## config.mk

```make
export PLATFORM = sky130hd
export DESIGN_NAME = lcac_cluster
export DESIGN_NICKNAME = d
export VERILOG_FILES = /design/src/lcac_pkg.sv /design/src/lcac_cluster.sv
export VERILOG_INCLUDE_DIRS = /design/src
export SDC_FILE = /design/constraint.sdc
export NUM_CORES = 1
export LEC_CHECK = 0
export ABC_AREA = 1
export BUFFER_PORTS_ARGS = -buffer_cell sky130_fd_sc_hd__buf_2
export CAP_MARGIN = 20
export CORE_ASPECT_RATIO = 1.75
export CORE_MARGIN = 2
export CORE_UTILIZATION = 40
export CTS_CLUSTER_DIAMETER = 30
export DETAILED_ROUTE_END_ITERATION = 10
export PLACE_DENSITY = 0.61
export SYNTH_ARGS = -nofsm -noshare
export SYNTH_HDL_FRONTEND = slang
export SYNTH_SLANG_ARGS = --single-unit
```

## constraint.sdc

```tcl
create_clock -name clock -period 4.4 [get_ports clock]
set_input_delay 0.44 -clock clock [delete_from_list [all_inputs] [get_ports clock]]
set_output_delay 0.44 -clock clock [all_outputs]
set_load 0.02 [all_outputs]
```

## src/lcac_consts.svh

```systemverilog
// constants of the logic cell arithmetic cluster: offsets, fields, reset values
//
// Functional notes
// - ten cells share one set of cluster controls
// - table output cascades into next cell's table
// - register output cascades into next cell's register
// - packing feeds cell register back into table
// - each cell is normal or dynamic arithmetic
// - cell has eight inputs incl. carries, cascade
// - arithmetic uses four two-input tables per cell
// - cluster carry picks chain; chain picks sum
// - each carry chain selects its own carry-out
// - registered and unregistered results both available
// - add/subtract select chooses A+B or A-B
// - subtract inverts B and forces carry one
// - arithmetic offers enable, count, clear, load options
// - count enable, direction come from data inputs
// - clear and load act on every cell register
`ifndef LCAC_CONSTS_SVH
`define LCAC_CONSTS_SVH

// ----------------------------------------------------------------
// register byte offsets
// ----------------------------------------------------------------
`define LCAC_OFS_CTRL 8'h00
`define LCAC_OFS_MODE 8'h04
`define LCAC_OFS_OPA 8'h08
`define LCAC_OFS_OPB 8'h0C
`define LCAC_OFS_DATC 8'h10
`define LCAC_OFS_DATD 8'h14
`define LCAC_OFS_LOAD 8'h18
`define LCAC_OFS_LUT 8'h1C
`define LCAC_OFS_REGOUT 8'h20
`define LCAC_OFS_COMB 8'h24

// ----------------------------------------------------------------
// field positions and reset values
// ----------------------------------------------------------------
`define LCAC_CTRL_W 9
`define LCAC_CTRL_RST 9'h003
`define LCAC_COMB_CO0_BIT 16
`define LCAC_COMB_CO1_BIT 17
`define LCAC_COMB_CSEL_BIT 18
`define LCAC_LUT_W 16
`define LCAC_LUT_RST 16'h0000

`endif

```

## src/lcac_pkg.sv

```systemverilog
// types of the logic cell arithmetic cluster
`default_nettype none
package lcac_pkg;

  // cell operating mode, one bit per cell in the mode register
  typedef enum logic {
    LCAC_NORMAL,
    LCAC_ARITH
  } lcac_mode_e;

  // cluster-wide control word, bit 0 is addNotSub
  typedef struct packed {
    logic shiftIn;
    logic regChainEn;
    logic packEn;
    logic lutChainEn;
    logic carryIn;
    logic syncLoad;
    logic syncClear;
    logic clkEn;
    logic addNotSub;
  } lcac_ctrl_s;

  // apb request as seen by the slave
  typedef struct packed {
    logic psel;
    logic penable;
    logic pwrite;
    logic [31:0] paddr;
    logic [31:0] pwdata;
  } lcac_apb_req_s;

endpackage
`default_nettype wire

```

## src/lcac_cluster.sv

```systemverilog
// logic cell arithmetic cluster with apb register access
//
// The register offsets and the APB slave port are this design's own decisions.
`include "lcac_consts.svh"
`timescale 1ns/1ps
`default_nettype none
module lcac_cluster #(
  parameter int CELLS = 10
) (
  // clock and reset
  input wire logic clock,
  input wire logic rst_n,
  // apb slave
  input wire logic psel,
  input wire logic penable,
  input wire logic pwrite,
  input wire logic [31:0] paddr,
  input wire logic [31:0] pwdata,
  output logic [31:0] prdata,
  output logic pready,
  output logic pslverr,
  // cluster results
  output logic [CELLS-1:0] regOut,
  output logic clusterCarryOut
);

  // ----------------------------------------------------------------
  // elaboration checks
  // ----------------------------------------------------------------
  if (CELLS < 2 || CELLS > 16) begin : g_bad_cells
    $error("lcac_cluster: CELLS must lie between 2 and 16");
  end

  // ----------------------------------------------------------------
  // declarations
  // ----------------------------------------------------------------
  lcac_pkg::lcac_apb_req_s req;
  lcac_pkg::lcac_ctrl_s ctrl;
  logic [CELLS-1:0] mode;
  logic [CELLS-1:0] operandA;
  logic [CELLS-1:0] operandB;
  logic [CELLS-1:0] dataC;
  logic [CELLS-1:0] dataD;
  logic [CELLS-1:0] loadData;
  logic [`LCAC_LUT_W-1:0] lutMask;
  logic [CELLS-1:0] cellReg;
  logic [CELLS-1:0] combOut;
  logic [CELLS-1:0] next_cellReg;
  logic [CELLS:0] carryPathZero;
  logic [CELLS:0] carryPathOne;
  logic [CELLS:0] lutChain;
  logic subtract;
  logic clusterCarryIn;
  logic next_clusterCarryOut;
  logic setupPhase;
  logic writeAccess;
  logic [7:0] regAddr;
  logic addrMapped;
  logic [31:0] next_prdata;

  assign req = '{psel: psel, penable: penable, pwrite: pwrite, paddr: paddr, pwdata: pwdata};

  // ----------------------------------------------------------------
  // apb decode
  // ----------------------------------------------------------------
  assign setupPhase = req.psel & ~req.penable;
  assign writeAccess = req.psel & req.penable & pready & req.pwrite & ~pslverr;
  assign regAddr = req.paddr[7:0];

  always_comb begin
    addrMapped = (req.paddr[31:8] == 24'h000000) && (regAddr[1:0] == 2'h0) &&
                 (regAddr <= `LCAC_OFS_COMB);
    next_prdata = 32'h00000000;
    unique case (regAddr)
      `LCAC_OFS_CTRL: next_prdata = 32'(ctrl);
      `LCAC_OFS_MODE: next_prdata = 32'(mode);
      `LCAC_OFS_OPA: next_prdata = 32'(operandA);
      `LCAC_OFS_OPB: next_prdata = 32'(operandB);
      `LCAC_OFS_DATC: next_prdata = 32'(dataC);
      `LCAC_OFS_DATD: next_prdata = 32'(dataD);
      `LCAC_OFS_LOAD: next_prdata = 32'(loadData);
      `LCAC_OFS_LUT: next_prdata = 32'(lutMask);
      `LCAC_OFS_REGOUT: next_prdata = 32'(cellReg);
      `LCAC_OFS_COMB: begin
        next_prdata = 32'(combOut);
        next_prdata[`LCAC_COMB_CO0_BIT] = carryPathZero[CELLS];
        next_prdata[`LCAC_COMB_CO1_BIT] = carryPathOne[CELLS];
        next_prdata[`LCAC_COMB_CSEL_BIT] = clusterCarryIn;
      end
      default: next_prdata = 32'h00000000;
    endcase
  end

  // one wait-free access cycle: answer prepared in the setup cycle
  always_ff @(posedge clock or negedge rst_n) begin
    if (!rst_n) begin
      pready <= 1'b0;
    end else begin
      pready <= setupPhase;
    end
  end

  // unmapped or misaligned addresses are refused, the write is dropped
  always_ff @(posedge clock or negedge rst_n) begin
    if (!rst_n) begin
      pslverr <= 1'b0;
    end else begin
      pslverr <= setupPhase & ~addrMapped;
    end
  end

  // read data stands from the access cycle until the next setup
  always_ff @(posedge clock or negedge rst_n) begin
    if (!rst_n) begin
      prdata <= 32'h00000000;
    end else if (setupPhase && !req.pwrite && addrMapped) begin
      prdata <= next_prdata;
    end else if (setupPhase) begin
      prdata <= 32'h00000000;
    end
  end

  // ----------------------------------------------------------------
  // configuration registers
  // ----------------------------------------------------------------
  always_ff @(posedge clock or negedge rst_n) begin
    if (!rst_n) begin
      ctrl <= lcac_pkg::lcac_ctrl_s'(`LCAC_CTRL_RST);
    end else if (writeAccess && regAddr == `LCAC_OFS_CTRL) begin
      ctrl <= lcac_pkg::lcac_ctrl_s'(req.pwdata[`LCAC_CTRL_W-1:0]);
    end
  end

  always_ff @(posedge clock or negedge rst_n) begin
    if (!rst_n) begin
      mode <= '0;
    end else if (writeAccess && regAddr == `LCAC_OFS_MODE) begin
      mode <= req.pwdata[CELLS-1:0];
    end
  end

  always_ff @(posedge clock or negedge rst_n) begin
    if (!rst_n) begin
      operandA <= '0;
    end else if (writeAccess && regAddr == `LCAC_OFS_OPA) begin
      operandA <= req.pwdata[CELLS-1:0];
    end
  end

  always_ff @(posedge clock or negedge rst_n) begin
    if (!rst_n) begin
      operandB <= '0;
    end else if (writeAccess && regAddr == `LCAC_OFS_OPB) begin
      operandB <= req.pwdata[CELLS-1:0];
    end
  end

  always_ff @(posedge clock or negedge rst_n) begin
    if (!rst_n) begin
      dataC <= '0;
    end else if (writeAccess && regAddr == `LCAC_OFS_DATC) begin
      dataC <= req.pwdata[CELLS-1:0];
    end
  end

  always_ff @(posedge clock or negedge rst_n) begin
    if (!rst_n) begin
      dataD <= '0;
    end else if (writeAccess && regAddr == `LCAC_OFS_DATD) begin
      dataD <= req.pwdata[CELLS-1:0];
    end
  end

  always_ff @(posedge clock or negedge rst_n) begin
    if (!rst_n) begin
      loadData <= '0;
    end else if (writeAccess && regAddr == `LCAC_OFS_LOAD) begin
      loadData <= req.pwdata[CELLS-1:0];
    end
  end

  always_ff @(posedge clock or negedge rst_n) begin
    if (!rst_n) begin
      lutMask <= `LCAC_LUT_RST;
    end else if (writeAccess && regAddr == `LCAC_OFS_LUT) begin
      lutMask <= req.pwdata[`LCAC_LUT_W-1:0];
    end
  end

  // ----------------------------------------------------------------
  // cluster-wide carry control
  // ----------------------------------------------------------------
  assign subtract = ~ctrl.addNotSub;

  // first cell holds the lsb; subtract or up-count forces its carry to one
  always_comb begin
    if (lcac_pkg::lcac_mode_e'(mode[0]) == lcac_pkg::LCAC_ARITH && dataC[0]) begin
      clusterCarryIn = dataD[0];
    end else begin
      clusterCarryIn = subtract | ctrl.carryIn;
    end
  end

  // the zero chain assumes carry 0 into the first cell, the one chain carry 1
  assign carryPathZero[0] = 1'b0;
  assign carryPathOne[0] = 1'b1;
  assign lutChain[0] = 1'b0;

  // ----------------------------------------------------------------
  // logic cells
  // ----------------------------------------------------------------
  for (genvar i = 0; i < CELLS; i++) begin : g_cell
    logic arith;
    logic counting;
    logic opA;
    logic opB;
    logic sumZero;
    logic sumOne;
    logic carryZero;
    logic carryOne;
    logic selectedCarry;
    logic arithOut;
    logic inC;
    logic inD;
    logic lutOut;
    logic regChainIn;
    logic [3:0] lutIndex;

    assign arith = lcac_pkg::lcac_mode_e'(mode[i]) == lcac_pkg::LCAC_ARITH;
    // per-cell count enable and direction ride on data inputs c and d
    assign counting = arith & dataC[i];
    assign opA = counting ? cellReg[i] : operandA[i];
    // up adds 0 with carry 1, down adds all ones; else B inverted on subtract
    assign opB = counting ? ~dataD[i] : (operandB[i] ^ subtract);

    // four two-input tables: two sums, two carry-outs
    assign sumZero = opA ^ opB;
    assign sumOne = ~(opA ^ opB);
    assign carryZero = opA & opB;
    assign carryOne = opA | opB;

    // each chain selects its own carry-out
    assign carryPathZero[i+1] = carryPathZero[i] ? carryOne : carryZero;
    assign carryPathOne[i+1] = carryPathOne[i] ? carryOne : carryZero;

    // cluster carry picks a chain, that chain's level picks the sum
    assign selectedCarry = clusterCarryIn ? carryPathOne[i] : carryPathZero[i];
    assign arithOut = selectedCarry ? sumOne : sumZero;

    // normal mode four-input table, inputs a, b, c, d
    assign inC = ctrl.packEn ? cellReg[i] : dataC[i];
    assign inD = ctrl.lutChainEn ? lutChain[i] : dataD[i];
    assign lutIndex = {inD, inC, operandB[i], operandA[i]};
    assign lutOut = lutMask[lutIndex];
    assign lutChain[i+1] = lutOut;

    // unregistered result, registered copy is cellReg
    assign combOut[i] = arith ? arithOut : lutOut;

    if (i == 0) begin : g_head
      assign regChainIn = ctrl.shiftIn;
    end else begin : g_tail
      assign regChainIn = cellReg[i-1];
    end

    always_comb begin
      if (!arith && ctrl.regChainEn) begin
        next_cellReg[i] = regChainIn;
      end else begin
        next_cellReg[i] = combOut[i];
      end
    end
  end

  assign next_clusterCarryOut = clusterCarryIn ? carryPathOne[CELLS] : carryPathZero[CELLS];

  // ----------------------------------------------------------------
  // cell registers
  // ----------------------------------------------------------------
  always_ff @(posedge clock or negedge rst_n) begin
    if (!rst_n) begin
      cellReg <= '0;
    end else if (ctrl.clkEn) begin
      if (ctrl.syncClear) begin
        cellReg <= '0;
      end else if (ctrl.syncLoad) begin
        cellReg <= loadData;
      end else begin
        cellReg <= next_cellReg;
      end
    end
  end

  always_ff @(posedge clock or negedge rst_n) begin
    if (!rst_n) begin
      clusterCarryOut <= 1'b0;
    end else begin
      clusterCarryOut <= next_clusterCarryOut;
    end
  end

  assign regOut = cellReg;

endmodule // lcac_cluster
`default_nettype wire

```

=== After elaboration in Yosys (flattened, before gate mapping) ===
Index checks and enable logic that the tools add are counted.

* Magnitude comparators: 11
* Eq/ne operators: 9
* Muxes and demuxes: 125
* Bitwise operators: 81
* Reductions and logical operators: 38

{| class="wikitable"
|+ Operator list
! operator !! number
|-
| 19-bit case mux with 10 select lines || 1
|-
| 1-bit two-way mux || 110
|-
| 32-bit two-way mux || 2
|-
| 4-bit by 5-bit less-than comparator with 1-bit output (second input constant) || 10
|-
| 1-bit binary-select mux with 4-bit select || 10
|-
| 8-bit by 5-bit == test with 1-bit output (second input constant) || 4
|-
| 1-bit AND || 26
|-
| 24-bit logical NOT || 1
|-
| 1-bit inverter || 24
|-
| 1-bit logical AND || 23
|-
| 10-bit two-way mux || 2
|-
| 1-bit bitwise XOR || 20
|-
| 8-bit by 4-bit == test with 1-bit output (second input constant) || 2
|-
| 8-bit by 6-bit == test with 1-bit output (second input constant) || 2
|-
| 1-bit logical NOT || 11
|-
| 1-bit bitwise OR || 11
|-
| 8-bit by 3-bit == test with 1-bit output (second input constant) || 1
|-
| 8-bit by 6-bit <= comparator with 1-bit output (second input constant) || 1
|-
| 8-bit logical NOT || 1
|-
| 2-bit logical NOT || 1
|-
| 2-bit nonzero test || 1
|}

* Register bits: 130
* Input port bits: 69
* Output and inout port bits: 45

=== Depth between registers and ports, before layout ===
Gate-level depths: netlist of run 1.

* Word-level depth: 34
* Depth in mapped cells: 34

=== Worst setup path before layout of run 1 ===
OpenSTA, ideal clock, no wires.

* Path kind: register -> register
* From: register ctrl[0] (netlist bit)
* To: register cellReg[9], in the netlist regOut[9]
* Data arrival time: 3652 ps
* Path slack: 631 ps
* Stages on the path, launching flop included: 29
* Period minus slack after synthesis: 3769 ps
* Cell sequence: dfstp_2 -> buf_1 -> nand2_1 -> a31oi_1 -> inv_1 -> ha_1 -> o21ai_1 -> nand2_1 -> o21ai_0 -> inv_1 -> o21ai_1 -> inv_1 -> o21ai_1 -> inv_1 -> o21ai_1 -> nor2_1 -> a21oi_1 -> nor2_1 -> a21oi_1 -> nand2_1 -> o21a_1 -> nand2_1 -> o21ai_1 -> xnor2_1 -> nand2_1 -> nand3_2 -> nand2_1 -> nand2_1 -> nand2_1

* Cells in the longest elaborated chain, start to end: 18
* Elaborated cells on any way between the ends: 65
* Those cells by class: mux: 33; bitwise: 32

{| class="wikitable"
|+ RTL lines
! item !! line !! source
|-
| from (decl) || lcac_cluster.sv:38 || <nowiki>lcac_pkg::lcac_ctrl_s ctrl;</nowiki>
|-
| from (signal assigned) || lcac_cluster.sv:128 || <nowiki>ctrl <= lcac_pkg::lcac_ctrl_s'(`LCAC_CTRL_RST);</nowiki>
|-
| from (signal assigned) || lcac_cluster.sv:130 || <nowiki>ctrl <= lcac_pkg::lcac_ctrl_s'(req.pwdata[`LCAC_CTRL_W-1:0]);</nowiki>
|-
| 1-bit inverter (*) || lcac_cluster.sv:193 || <nowiki>assign subtract = ~ctrl.addNotSub;</nowiki>
|-
| 1-bit bitwise XOR || lcac_cluster.sv:234 || <nowiki>assign opB = counting ? ~dataD[i] : (operandB[i] ^ subtract);</nowiki>
|-
| 1-bit two-way mux || lcac_cluster.sv:234 ||
|-
| 1-bit AND or 1-bit bitwise OR (tied branches) || lcac_cluster.sv:239, lcac_cluster.sv:240 ||
|-
| 1-bit two-way mux (on tied branches) (8 in a row) || lcac_cluster.sv:243, lcac_cluster.sv:244 ||
|-
| 1-bit two-way mux || lcac_cluster.sv:247 || <nowiki>assign selectedCarry = clusterCarryIn ? carryPathOne[i] : carryPathZero[i];</nowiki>
|-
| 1-bit two-way mux (*) || lcac_cluster.sv:248 || <nowiki>assign arithOut = selectedCarry ? sumOne : sumZero;</nowiki>
|-
| 1-bit two-way mux (*) || lcac_cluster.sv:258 || <nowiki>assign combOut[i] = arith ? arithOut : lutOut;</nowiki>
|-
| 1-bit two-way mux (*) || lcac_cluster.sv:267 || <nowiki>if (!arith && ctrl.regChainEn) begin</nowiki>
|-
| 10-bit two-way mux (*) || lcac_cluster.sv:286 || <nowiki>end else if (ctrl.syncLoad) begin</nowiki>
|-
| 10-bit two-way mux (*) || lcac_cluster.sv:284 || <nowiki>if (ctrl.syncClear) begin</nowiki>
|-
| to (signal assigned) || lcac_cluster.sv:287 || <nowiki>cellReg <= loadData;</nowiki>
|-
| to (signal assigned) || lcac_cluster.sv:289 || <nowiki>cellReg <= next_cellReg;</nowiki>
|-
| to (decl) || lcac_cluster.sv:46 || <nowiki>logic [CELLS-1:0] cellReg;</nowiki>
|}

Mark *: on every way between the ends. The rest lies on a longest branch, timed or not.
A chain may end at the register's enable or synchronous reset.

=== Worst setup path after layout of run 1 ===
* From: register operandB[0]
* To: register cellReg[9], in the netlist regOut[9]

* Cells in the longest elaborated chain, start to end: 33
* Elaborated cells on any way between the ends: 55
* Those cells by class: mux: 52; bitwise: 3

{| class="wikitable"
|+ RTL lines
! item !! line !! source
|-
| from (decl) || lcac_cluster.sv:41 || <nowiki>logic [CELLS-1:0] operandB;</nowiki>
|-
| from (signal assigned) || lcac_cluster.sv:154 || <nowiki>operandB <= req.pwdata[CELLS-1:0];</nowiki>
|-
| 1-bit binary-select mux with 4-bit select || lcac_cluster.sv:254 || <nowiki>assign lutOut = lutMask[lutIndex];</nowiki>
|-
| 1-bit two-way mux (implied by the code) || lcac_cluster.sv:254 ||
|-
| 1-bit two-way mux || lcac_cluster.sv:252 || <nowiki>assign inD = ctrl.lutChainEn ? lutChain[i] : dataD[i];</nowiki>
|-
| 1-bit binary-select mux with 4-bit select || lcac_cluster.sv:254 ||
|-
| 1-bit two-way mux (implied by the code) || lcac_cluster.sv:254 ||
|-
| 1-bit two-way mux || lcac_cluster.sv:252 ||
|-
| 1-bit binary-select mux with 4-bit select || lcac_cluster.sv:254 ||
|-
| 1-bit two-way mux (implied by the code) || lcac_cluster.sv:254 ||
|-
| (+17 left out) || n/a ||
|-
| 1-bit two-way mux (implied by the code) || lcac_cluster.sv:254 ||
|-
| 1-bit two-way mux || lcac_cluster.sv:252 ||
|-
| 1-bit binary-select mux with 4-bit select || lcac_cluster.sv:254 ||
|-
| 1-bit two-way mux (implied by the code) || lcac_cluster.sv:254 ||
|-
| 1-bit two-way mux (*) || lcac_cluster.sv:258 ||
|-
| 1-bit two-way mux (*) || lcac_cluster.sv:267 ||
|-
| 10-bit two-way mux (*) || lcac_cluster.sv:286 ||
|-
| 10-bit two-way mux (*) || lcac_cluster.sv:284 ||
|}

Mark *: on every way between the ends. The rest lies on a longest branch, timed or not. The select of a mux whose other input is x is not followed.

==> flow_metrics.env, run 1 <==
export IMPL_vias_in_the_first_global_route=8476
export IMPL_routed_wirelength_um=30600
export IMPL_worst_setup_hold_path_clk_slew_ns=0.05
export IMPL_worstHoldPathType="in -> async"
export IMPL_post_synthesis_sequential_area_ratio_pct=34.5
export IMPL_synth_area_per_cell_um2=6.93
export IMPL_detailedRoute_firstPassIterationCount=6
export IMPL_post_route_cells_drive_above_1_share_pct=14.9
export IMPL_clk_sinks=117
export IMPL_hold_buffers=0
export IMPL_clk_insertion_delay_late_ns=0.43
export IMPL_critical_path_endpoint="regOut[9]$_DFFE_PN0P_"
export IMPL_setup_ws_ns=0.497
export IMPL_initial_core_util_pct=40.8
export IMPL_mostFrequentLayoutCell="nand2_1"
export IMPL_post_route_min_period_ns=3.90
export IMPL_floorplan_die_area_um2=22500
export IMPL_clock_tree_buffer_depth=2
export IMPL_cp_most_frequent_cell="nand2_1"
export IMPL_power_leakage_nw=4.39
export IMPL_syn_cell_area_um2=8500
export IMPL_gr_usage_all_layers_pct=27.9
export IMPL_final_setup_skew_ns=0.00969
export IMPL_post_cts_setup_buffer_count=0
export IMPL_row_count=70
export IMPL_placed_insts=1528
export IMPL_clock_tree_htree_level_count=4
export IMPL_drc_errors=0
export IMPL_worst_setup_path_start_kind="register"
export IMPL_hpwl_um=23000
export IMPL_max_cap_violations=0
export IMPL_layout_common_cells="276 x nand2_1, 199 x o21ai_0, 143 x inv_1"
export IMPL_port_buffers=84
export IMPL_clock_tree_from_tritoncts="done"
export IMPL_layout_area_overhead_vs_synth_pct=15.0
export IMPL_via_count=8906
export IMPL_critical_path_max_stage_delay_ns=0.45
export IMPL_ios=114
export IMPL_clock_fmax_ghz=0.256
export IMPL_num_nets_final=1384
export IMPL_cts_buffers=17
export IMPL_drt_first_iter_violations=660
export IMPL_finalMaxSlewViolations=0
export IMPL_dr_max_layer_used="met4"
export IMPL_grt_antenna_before_repair=0
export IMPL_dieWidth_um=114
export IMPL_routedWlPerCell_um=19.6
export IMPL_post_cts_resized=0
export IMPL_worst_r2r_path_depth=28
export IMPL_yosysUniqueCellTypes=43
export IMPL_required_worst_endpoint_ns=4.72
export IMPL_report_final_setup_viol=0
export IMPL_regToRegStartpoint="operandB[0]$_DFFE_PN0P_"
export IMPL_diodes=0
export IMPL_core_region_area_um2=20800
export IMPL_rr_endpoint="regOut[9]$_DFFE_PN0P_"
export IMPL_worst_setup_path_startpoint="operandB[0]$_DFFE_PN0P_"
export IMPL_relative_slew_slack_pct=29.7
export IMPL_fin_hold_ws_ns=0.0243
export IMPL_crit_path_top_delay_cell="dfrtp_2"
export IMPL_rsz0062_at_grt="no"
export IMPL_outcome="finished clean"
export IMPL_postSynth_asyncResetShare_pct=100
export IMPL_postSynthRegisterBits=117
export IMPL_dpl_worst_slack_ns=0.277
export IMPL_total_congestion_overflow_after_global_routing=0
export IMPL_grt_start_max_net_pins=48
export IMPL_drt_vias_per_instance=5.72
export IMPL_layoutNonFillerInstCount=1558
export IMPL_finalHoldViolations=0
export IMPL_r2r_setup_slack_ns=0.50
export IMPL_min_period_over_period_pct=88.7
export IMPL_p_per_area_nw_per_um2=285
export IMPL_peakVddDrop_mv=0.185
export IMPL_critical_path_max_fanout=7
export IMPL_routabilityCongestion=0.952
export IMPL_wirelength_met1_um=11900
export IMPL_cts_root_buffer="clkbuf_16"
export IMPL_ys_flop_type="dfrtp_1"
export IMPL_met3WireLength_um=2200
export IMPL_worst_setup_path_type="reg -> reg"
export IMPL_cp_end_kind="register"
export IMPL_detail_route_antenna_nets=0
export IMPL_tns_ns=0
export IMPL_timing_worst_slew_pin_value_ns=1.05
export IMPL_dieHeight_um=197
export IMPL_netlist_instances=1227
export IMPL_ys_warnings_count=0
export IMPL_grt_first_pass_wirelength_um=47500
export IMPL_critical_path_arrival_ns=4.22
export IMPL_met2RoutedLength_um=14500
export IMPL_synth_edff_count=0
-- synthesized netlist by cell type, drive strengths merged, types with 5 or more instances --
| cell | n | area share, % |
|---|---|---|
| inv | 151 | 6.7 |
| dfrtp | 115 | 34 |
| xnor2 | 6 | 0.62 |
| o21ai | 224 | 13 |
| xor2 | 13 | 1.3 |
| o21a | 18 | 1.6 |
| a21oi | 94 | 5.6 |
| a22oi | 10 | 0.88 |
| o211ai | 10 | 0.88 |
| ha | 20 | 2.9 |
| nand4 | 8 | 0.59 |
| nand2 | 281 | 13 |
| buf | 29 | 2.5 |
| nor2 | 41 | 1.8 |
| nor4 | 6 | 0.44 |
| clkbuf | 47 | 2.1 |
| a31oi | 9 | 0.66 |
| nor3 | 7 | 0.41 |
| or2 | 5 | 0.37 |
| o22ai | 19 | 1.4 |
| nand3 | 90 | 6.7 |
| a221oi | 10 | 1.0 |
-- routing by layer --
layer  vias to the layer above  GRT usage [%]
met5                         -              0
met4                         0           18.1
met3                       137           3.41
met2                       469           47.5
met1                      4064           32.7
li1                       4236              -
-- registers in the layout (all words and copies together) (netlist names), 8 cells and up --
| name | count |
|---|---|
| lutMask | 16 |
| dataD | 10 |
| prdata | 19 |
| operandA | 10 |
| mode | 10 |
| dataC | 10 |
| operandB | 10 |
| loadData | 10 |
| ctrl | 8 |
| regOut | 10 |
-- cell families (layout without fill, tap and decap cells) --
logic type	Yosys count	in the layout	share of synthesized area, %
multiplexers	2	2	0.235
AND/OR/NAND/NOR	443	443	23.4
other	1	13	0.0441
XOR/XNOR	19	19	1.96
buffers and inverters	228	295	11.3
flip-flops	117	117	34.5
AO/OA/AOI/OAI	397	397	25.7
adder cells (fa/ha/maj)	20	20	2.94
-- stage by stage --
| step | cell area [um2] | power, mW | util (%) |
|---|---|---|---|
| after detailed placement | 9120 | 1.23 | 43.8 |
| after floorplan | 8550 | 1.17 | - |
| after CTS | 9770 | 2.81 | 46.8 |
| final | 9780 | 2.79 | 46.9 |
| after global routing | 9780 | 2.86 | 46.9 |
| after global placement | 9110 | 1.23 | 43.7 |
-- worst min path at each step --
stage,depth (start not counted),start,end
2_1_floorplan,0,rst_n,clusterCarryOut$_DFF_PN0_
3_3_place_gp,2,prdata[18]$_DFFE_PN0P_,prdata[18]$_DFFE_PN0P_
3_5_place_dp,2,prdata[16]$_DFFE_PN0P_,prdata[16]$_DFFE_PN0P_
4_1_cts,1,rst_n,lutMask[11]$_DFFE_PN0P_
5_1_grt,1,rst_n,lutMask[0]$_DFFE_PN0P_
6_report,1,rst_n,operandA[0]$_DFFE_PN0P_
-- worst max-delay path: cells and delay by family (launching register included) --
kind / cells / cell delay (ns)
xor+xnor: 1 / 0.17
simple gates: 11 / 0.95
buf+inv: 5 / 0.39
compound gates: 10 / 1.60
fa+ha+maj: 1 / 0.23
flops: 1 / 0.45
-- final cells by class --
class,count,area [um2]
inverter,152,573
fill,2135,11100
tap,252,315
sequential,117,2930
clock inverter,9,175
timing repair buffer,113,644
multi-input combinational,894,4670
clock buffer,21,470
-- report_power, final --
part / internal (mW) / switching, mW / leakage [nW]
combinational: 0.0373 / 0.0907 / 2.49
clock: 1.04 / 0.535 / 0.311
sequential: 1.08 / 0.00518 / 1.59
total: 2.16 / 0.631 / 4.39
(Power assumes the default switching activity.)
==> inputs of run 2 (changes only) <==
--- a/config.mk
+++ b/config.mk
@@ -6,7 +6,6 @@
 export SDC_FILE = /design/constraint.sdc
 export NUM_CORES = 1
 export LEC_CHECK = 0
-export ABC_AREA = 1
 export BUFFER_PORTS_ARGS = -buffer_cell sky130_fd_sc_hd__buf_2
 export CAP_MARGIN = 20
 export CORE_ASPECT_RATIO = 1.75
==> run 2 against run 1 <==
Effect of this change:
- the flow now finishes with violations (DRC)
- total power shrank 6.5%
- combinational power about the same
- clock skew decreased by 0.0049 ns
- flip-flop and latch count unchanged
- first-iteration DRC count shrank 15%
- largest cell class unchanged
- highest routed layer unchanged
==> flow_metrics.env, run 2 <==
export IMPL_worst_setup_hold_path_clk_slew_ns=0.05
export IMPL_cts_buffers=17
export IMPL_tns_ns=0
export IMPL_p_switching_mw=0.600
export IMPL_ios=114
export IMPL_reg_largest_list="prdata (19), lutMask (16)"
export IMPL_clock_tree_htree_level_count=4
export IMPL_hpwl_um=19600
export IMPL_report_final_setup_viol=0
export IMPL_power_leakage_nw=4.52
export IMPL_detail_route_antenna_nets=0
export IMPL_synth_area_per_cell_um2=10.7
export IMPL_synth_top_cells_by_count="115 x dfrtp_1, 107 x mux2_2, 52 x nand2_1"
export IMPL_worst_setup_path_type="reg -> reg"
export IMPL_clk_insertion_delay_late_ns=0.42
export IMPL_via_count=6891
export IMPL_finalHoldViolations=0
export IMPL_relative_slew_slack_pct=32.8
export IMPL_routabilityCongestion=0.945
export IMPL_r2r_setup_slack_ns=0.18
export IMPL_yosys_area_share_adder_pct=3.00
export IMPL_dieHeight_um=195
export IMPL_final_setup_skew_ns=0.00478
export IMPL_total_congestion_overflow_after_global_routing=0
export IMPL_mostFrequentLayoutCell="dfrtp_1"
export IMPL_port_buffers=84
export IMPL_synth_top_family_by_area="multiplexers"
export IMPL_vias_in_the_first_global_route=6919
export IMPL_drt_vias_per_instance=6.16
export IMPL_regToRegStartpoint="ctrl[0]$_DFFE_PN1P_"
export IMPL_yosysUniqueCellTypes=66
export IMPL_p_per_area_nw_per_um2=271
export IMPL_peakVddDrop_mv=0.252
export IMPL_dpl_worst_slack_ns=0.192
export IMPL_synth_most_common_cell="dfrtp_1"
export IMPL_routedWlPerCell_um=23.3
export IMPL_clk_sinks=117
export IMPL_drt_first_iter_violations=560
export IMPL_largest_register_ff_count=19
export IMPL_outcome="finished with violations"
export IMPL_worstHoldPathType="in -> async"
export IMPL_grt_first_pass_wirelength_um=40000
export IMPL_ys_warnings_count=0
export IMPL_routed_wirelength_um=26000
export IMPL_drc_errors=17
export IMPL_clock_tree_buffer_depth=2
export IMPL_critical_path_arrival_ns=4.50
export IMPL_synth_edff_count=0
export IMPL_post_synthesis_sequential_area_ratio_pct=35.2
export IMPL_worst_r2r_path_depth=14
export IMPL_yosys_mux_area_fraction_pct=32.2
export IMPL_ys_flop_type="dfrtp_1"
export IMPL_setup_ws_ns=0.179
export IMPL_grt_antenna_before_repair=0
export IMPL_layout_common_cells="114 x dfrtp_1, 107 x mux2_2, 83 x buf_2"
export IMPL_syn_cell_area_um2=8330
export IMPL_row_count=69
export IMPL_initial_core_util_pct=40.9
export IMPL_sequential_power_share_pct=41.7
export IMPL_max_flop_register="prdata"
export IMPL_synth_xor_area_share_pct=2.00
export IMPL_clock_tree_from_tritoncts="done"
export IMPL_required_worst_endpoint_ns=4.68
export IMPL_synth_top_cell_by_area="dfrtp_1"
export IMPL_switching_share_pct=23.0
export IMPL_power_clock_fraction_pct=53.5
export IMPL_floorplan_die_area_um2=22000
export IMPL_detailedRoute_firstPassIterationCount=8
export IMPL_synth_compound_area_share_pct=13.1
export IMPL_layout_area_overhead_vs_synth_pct=15.8
export IMPL_failed_checks="DRC"
export IMPL_cp_end_kind="register"
export IMPL_num_nets_final=946
export IMPL_post_route_cells_drive_above_1_share_pct=35.7
export IMPL_min_period_over_period_pct=95.9
export IMPL_clock_fmax_ghz=0.237
export IMPL_gr_usage_all_layers_pct=24.1
export IMPL_postSynth_asyncResetShare_pct=100
export IMPL_grt_start_max_net_pins=49
export IMPL_postSynthRegisterBits=117
export IMPL_synth_simple_area_share_pct=8.94
export IMPL_max_cap_violations=0
export IMPL_timing_worst_slew_pin_value_ns=1.01
export IMPL_worst_setup_path_start_kind="register"
export IMPL_power_frac_comb_pct=4.9
export IMPL_internal_power_mw=2.01
export IMPL_post_route_min_period_ns=4.22
export IMPL_yosys_top_cells_area="dfrtp_1 35%, mux2_2 14%, mux4_2 10%, mux2i_1 5.9%, ha_1 3.0%"
export IMPL_core_region_area_um2=20400
export IMPL_diodes=0
export IMPL_rsz0062_at_grt="no"
export IMPL_rr_endpoint="regOut[9]$_DFFE_PN0P_"
export IMPL_netlist_instances=780
export IMPL_dieWidth_um=113
export IMPL_synth_largest_type_area_fraction_pct=34.6
export IMPL_cts_root_buffer="clkbuf_16"
export IMPL_hold_buffers=0
export IMPL_finalMaxSlewViolations=0
export IMPL_critical_path_max_fanout=5
## run 2: cell type report
class	instances	area, um2
Inverter	34	128
Multi-Input combinational cell	569	5010
Timing Repair Buffer	118	678
Tap cell	248	310
Clock inverter	9	100
Clock buffer	23	488
Sequential cell	117	2930
Fill cell	1915	10700
## run 2: cells by family (layout without fill, tap and decap cells)
kind of cell | after synthesis | in the layout
multiplexers | 201 | 201
buffers and inverters | 106 | 184
adder cells (fa/ha/maj) | 20 | 20
other | 1 | 13
AO/OA/AOI/OAI | 154 | 154
flip-flops | 117 | 117
XOR/XNOR | 19 | 19
AND/OR/NAND/NOR | 162 | 162
## run 2: metrics by stage
| stage | utilization [%] | cells | cell area (um2) | total power [mW] | hold WS (ns) |
|---|---|---|---|---|---|
| global placement | 44.3 | 1086 | 9030 | 1.23 | 0.471 |
| finish | 47.3 | 1118 | 9640 | 2.61 | 0.0304 |
| global route | 47.3 | 1118 | 9640 | 2.70 | 0.0777 |
| CTS | 47.2 | 1118 | 9620 | 2.63 | 0.0643 |
| floorplan | - | 792 | 8370 | 1.17 | 0.144 |
| detailed placement | 44.3 | 1086 | 9030 | 1.23 | 0.484 |
## run 2: worst max path at each step
| stage | end | depth (start not counted) | start | slack (ns) |
|---|---|---|---|---|
| after floorplan | regOut[9]$_DFFE_PN0P_ | 15 | ctrl[0]$_DFFE_PN1P_ | 0.12 |
| after global placement | regOut[9]$_DFFE_PN0P_ | 16 | ctrl[0]$_DFFE_PN1P_ | 0.24 |
| after detailed placement | regOut[9]$_DFFE_PN0P_ | 16 | ctrl[0]$_DFFE_PN1P_ | 0.19 |
| after CTS | regOut[9]$_DFFE_PN0P_ | 16 | ctrl[0]$_DFFE_PN1P_ | 0.17 |
| after global routing | regOut[9]$_DFFE_PN0P_ | 14 | dataC[1]$_DFFE_PN0P_ | 0.02 |
| final | regOut[9]$_DFFE_PN0P_ | 14 | ctrl[0]$_DFFE_PN1P_ | 0.18 |
## run 2: worst max-delay path: stages, from the launching register on
cell,delay [ns]
dfstp_2,0.59
xnor2_1,0.10
a21o_1,0.20
ha_1,0.22
or2_1,0.24
a21o_1,0.21
and3_1,0.19
or3_1,0.37
and3_1,0.23
or3_1,0.43
a311o_1,0.35
o211a_1,0.14
or3_1,0.33
a311oi_1,0.30
o221ai_1,0.18
## run 2: what timing repair did
item | 4_1_cts | 5_1_grt
endpoints found under the setup margin | 0 | 2
setup buffers | 0 | 0
resized for setup | 0 | 7
## run 2: routing by layer
layer	vias to the layer above	routed length, um	GRT usage (%)
met2	368	13300	41.1
met5	-	0	0
met1	3376	9620	28.3
met3	90	1750	4.40
met4	0	1370	13.4
li1	3057	-	-
## run 2: power by group through the flow
stage          clock network, mW  logic [mW]  registers [mW]
2_1_floorplan                  0      0.0618            1.10
3_3_place_gp                   0       0.127            1.11
3_5_place_dp                   0       0.128            1.11
4_1_cts                     1.42       0.128            1.09
5_1_grt                     1.47       0.141            1.09
6_report                    1.40       0.127            1.09
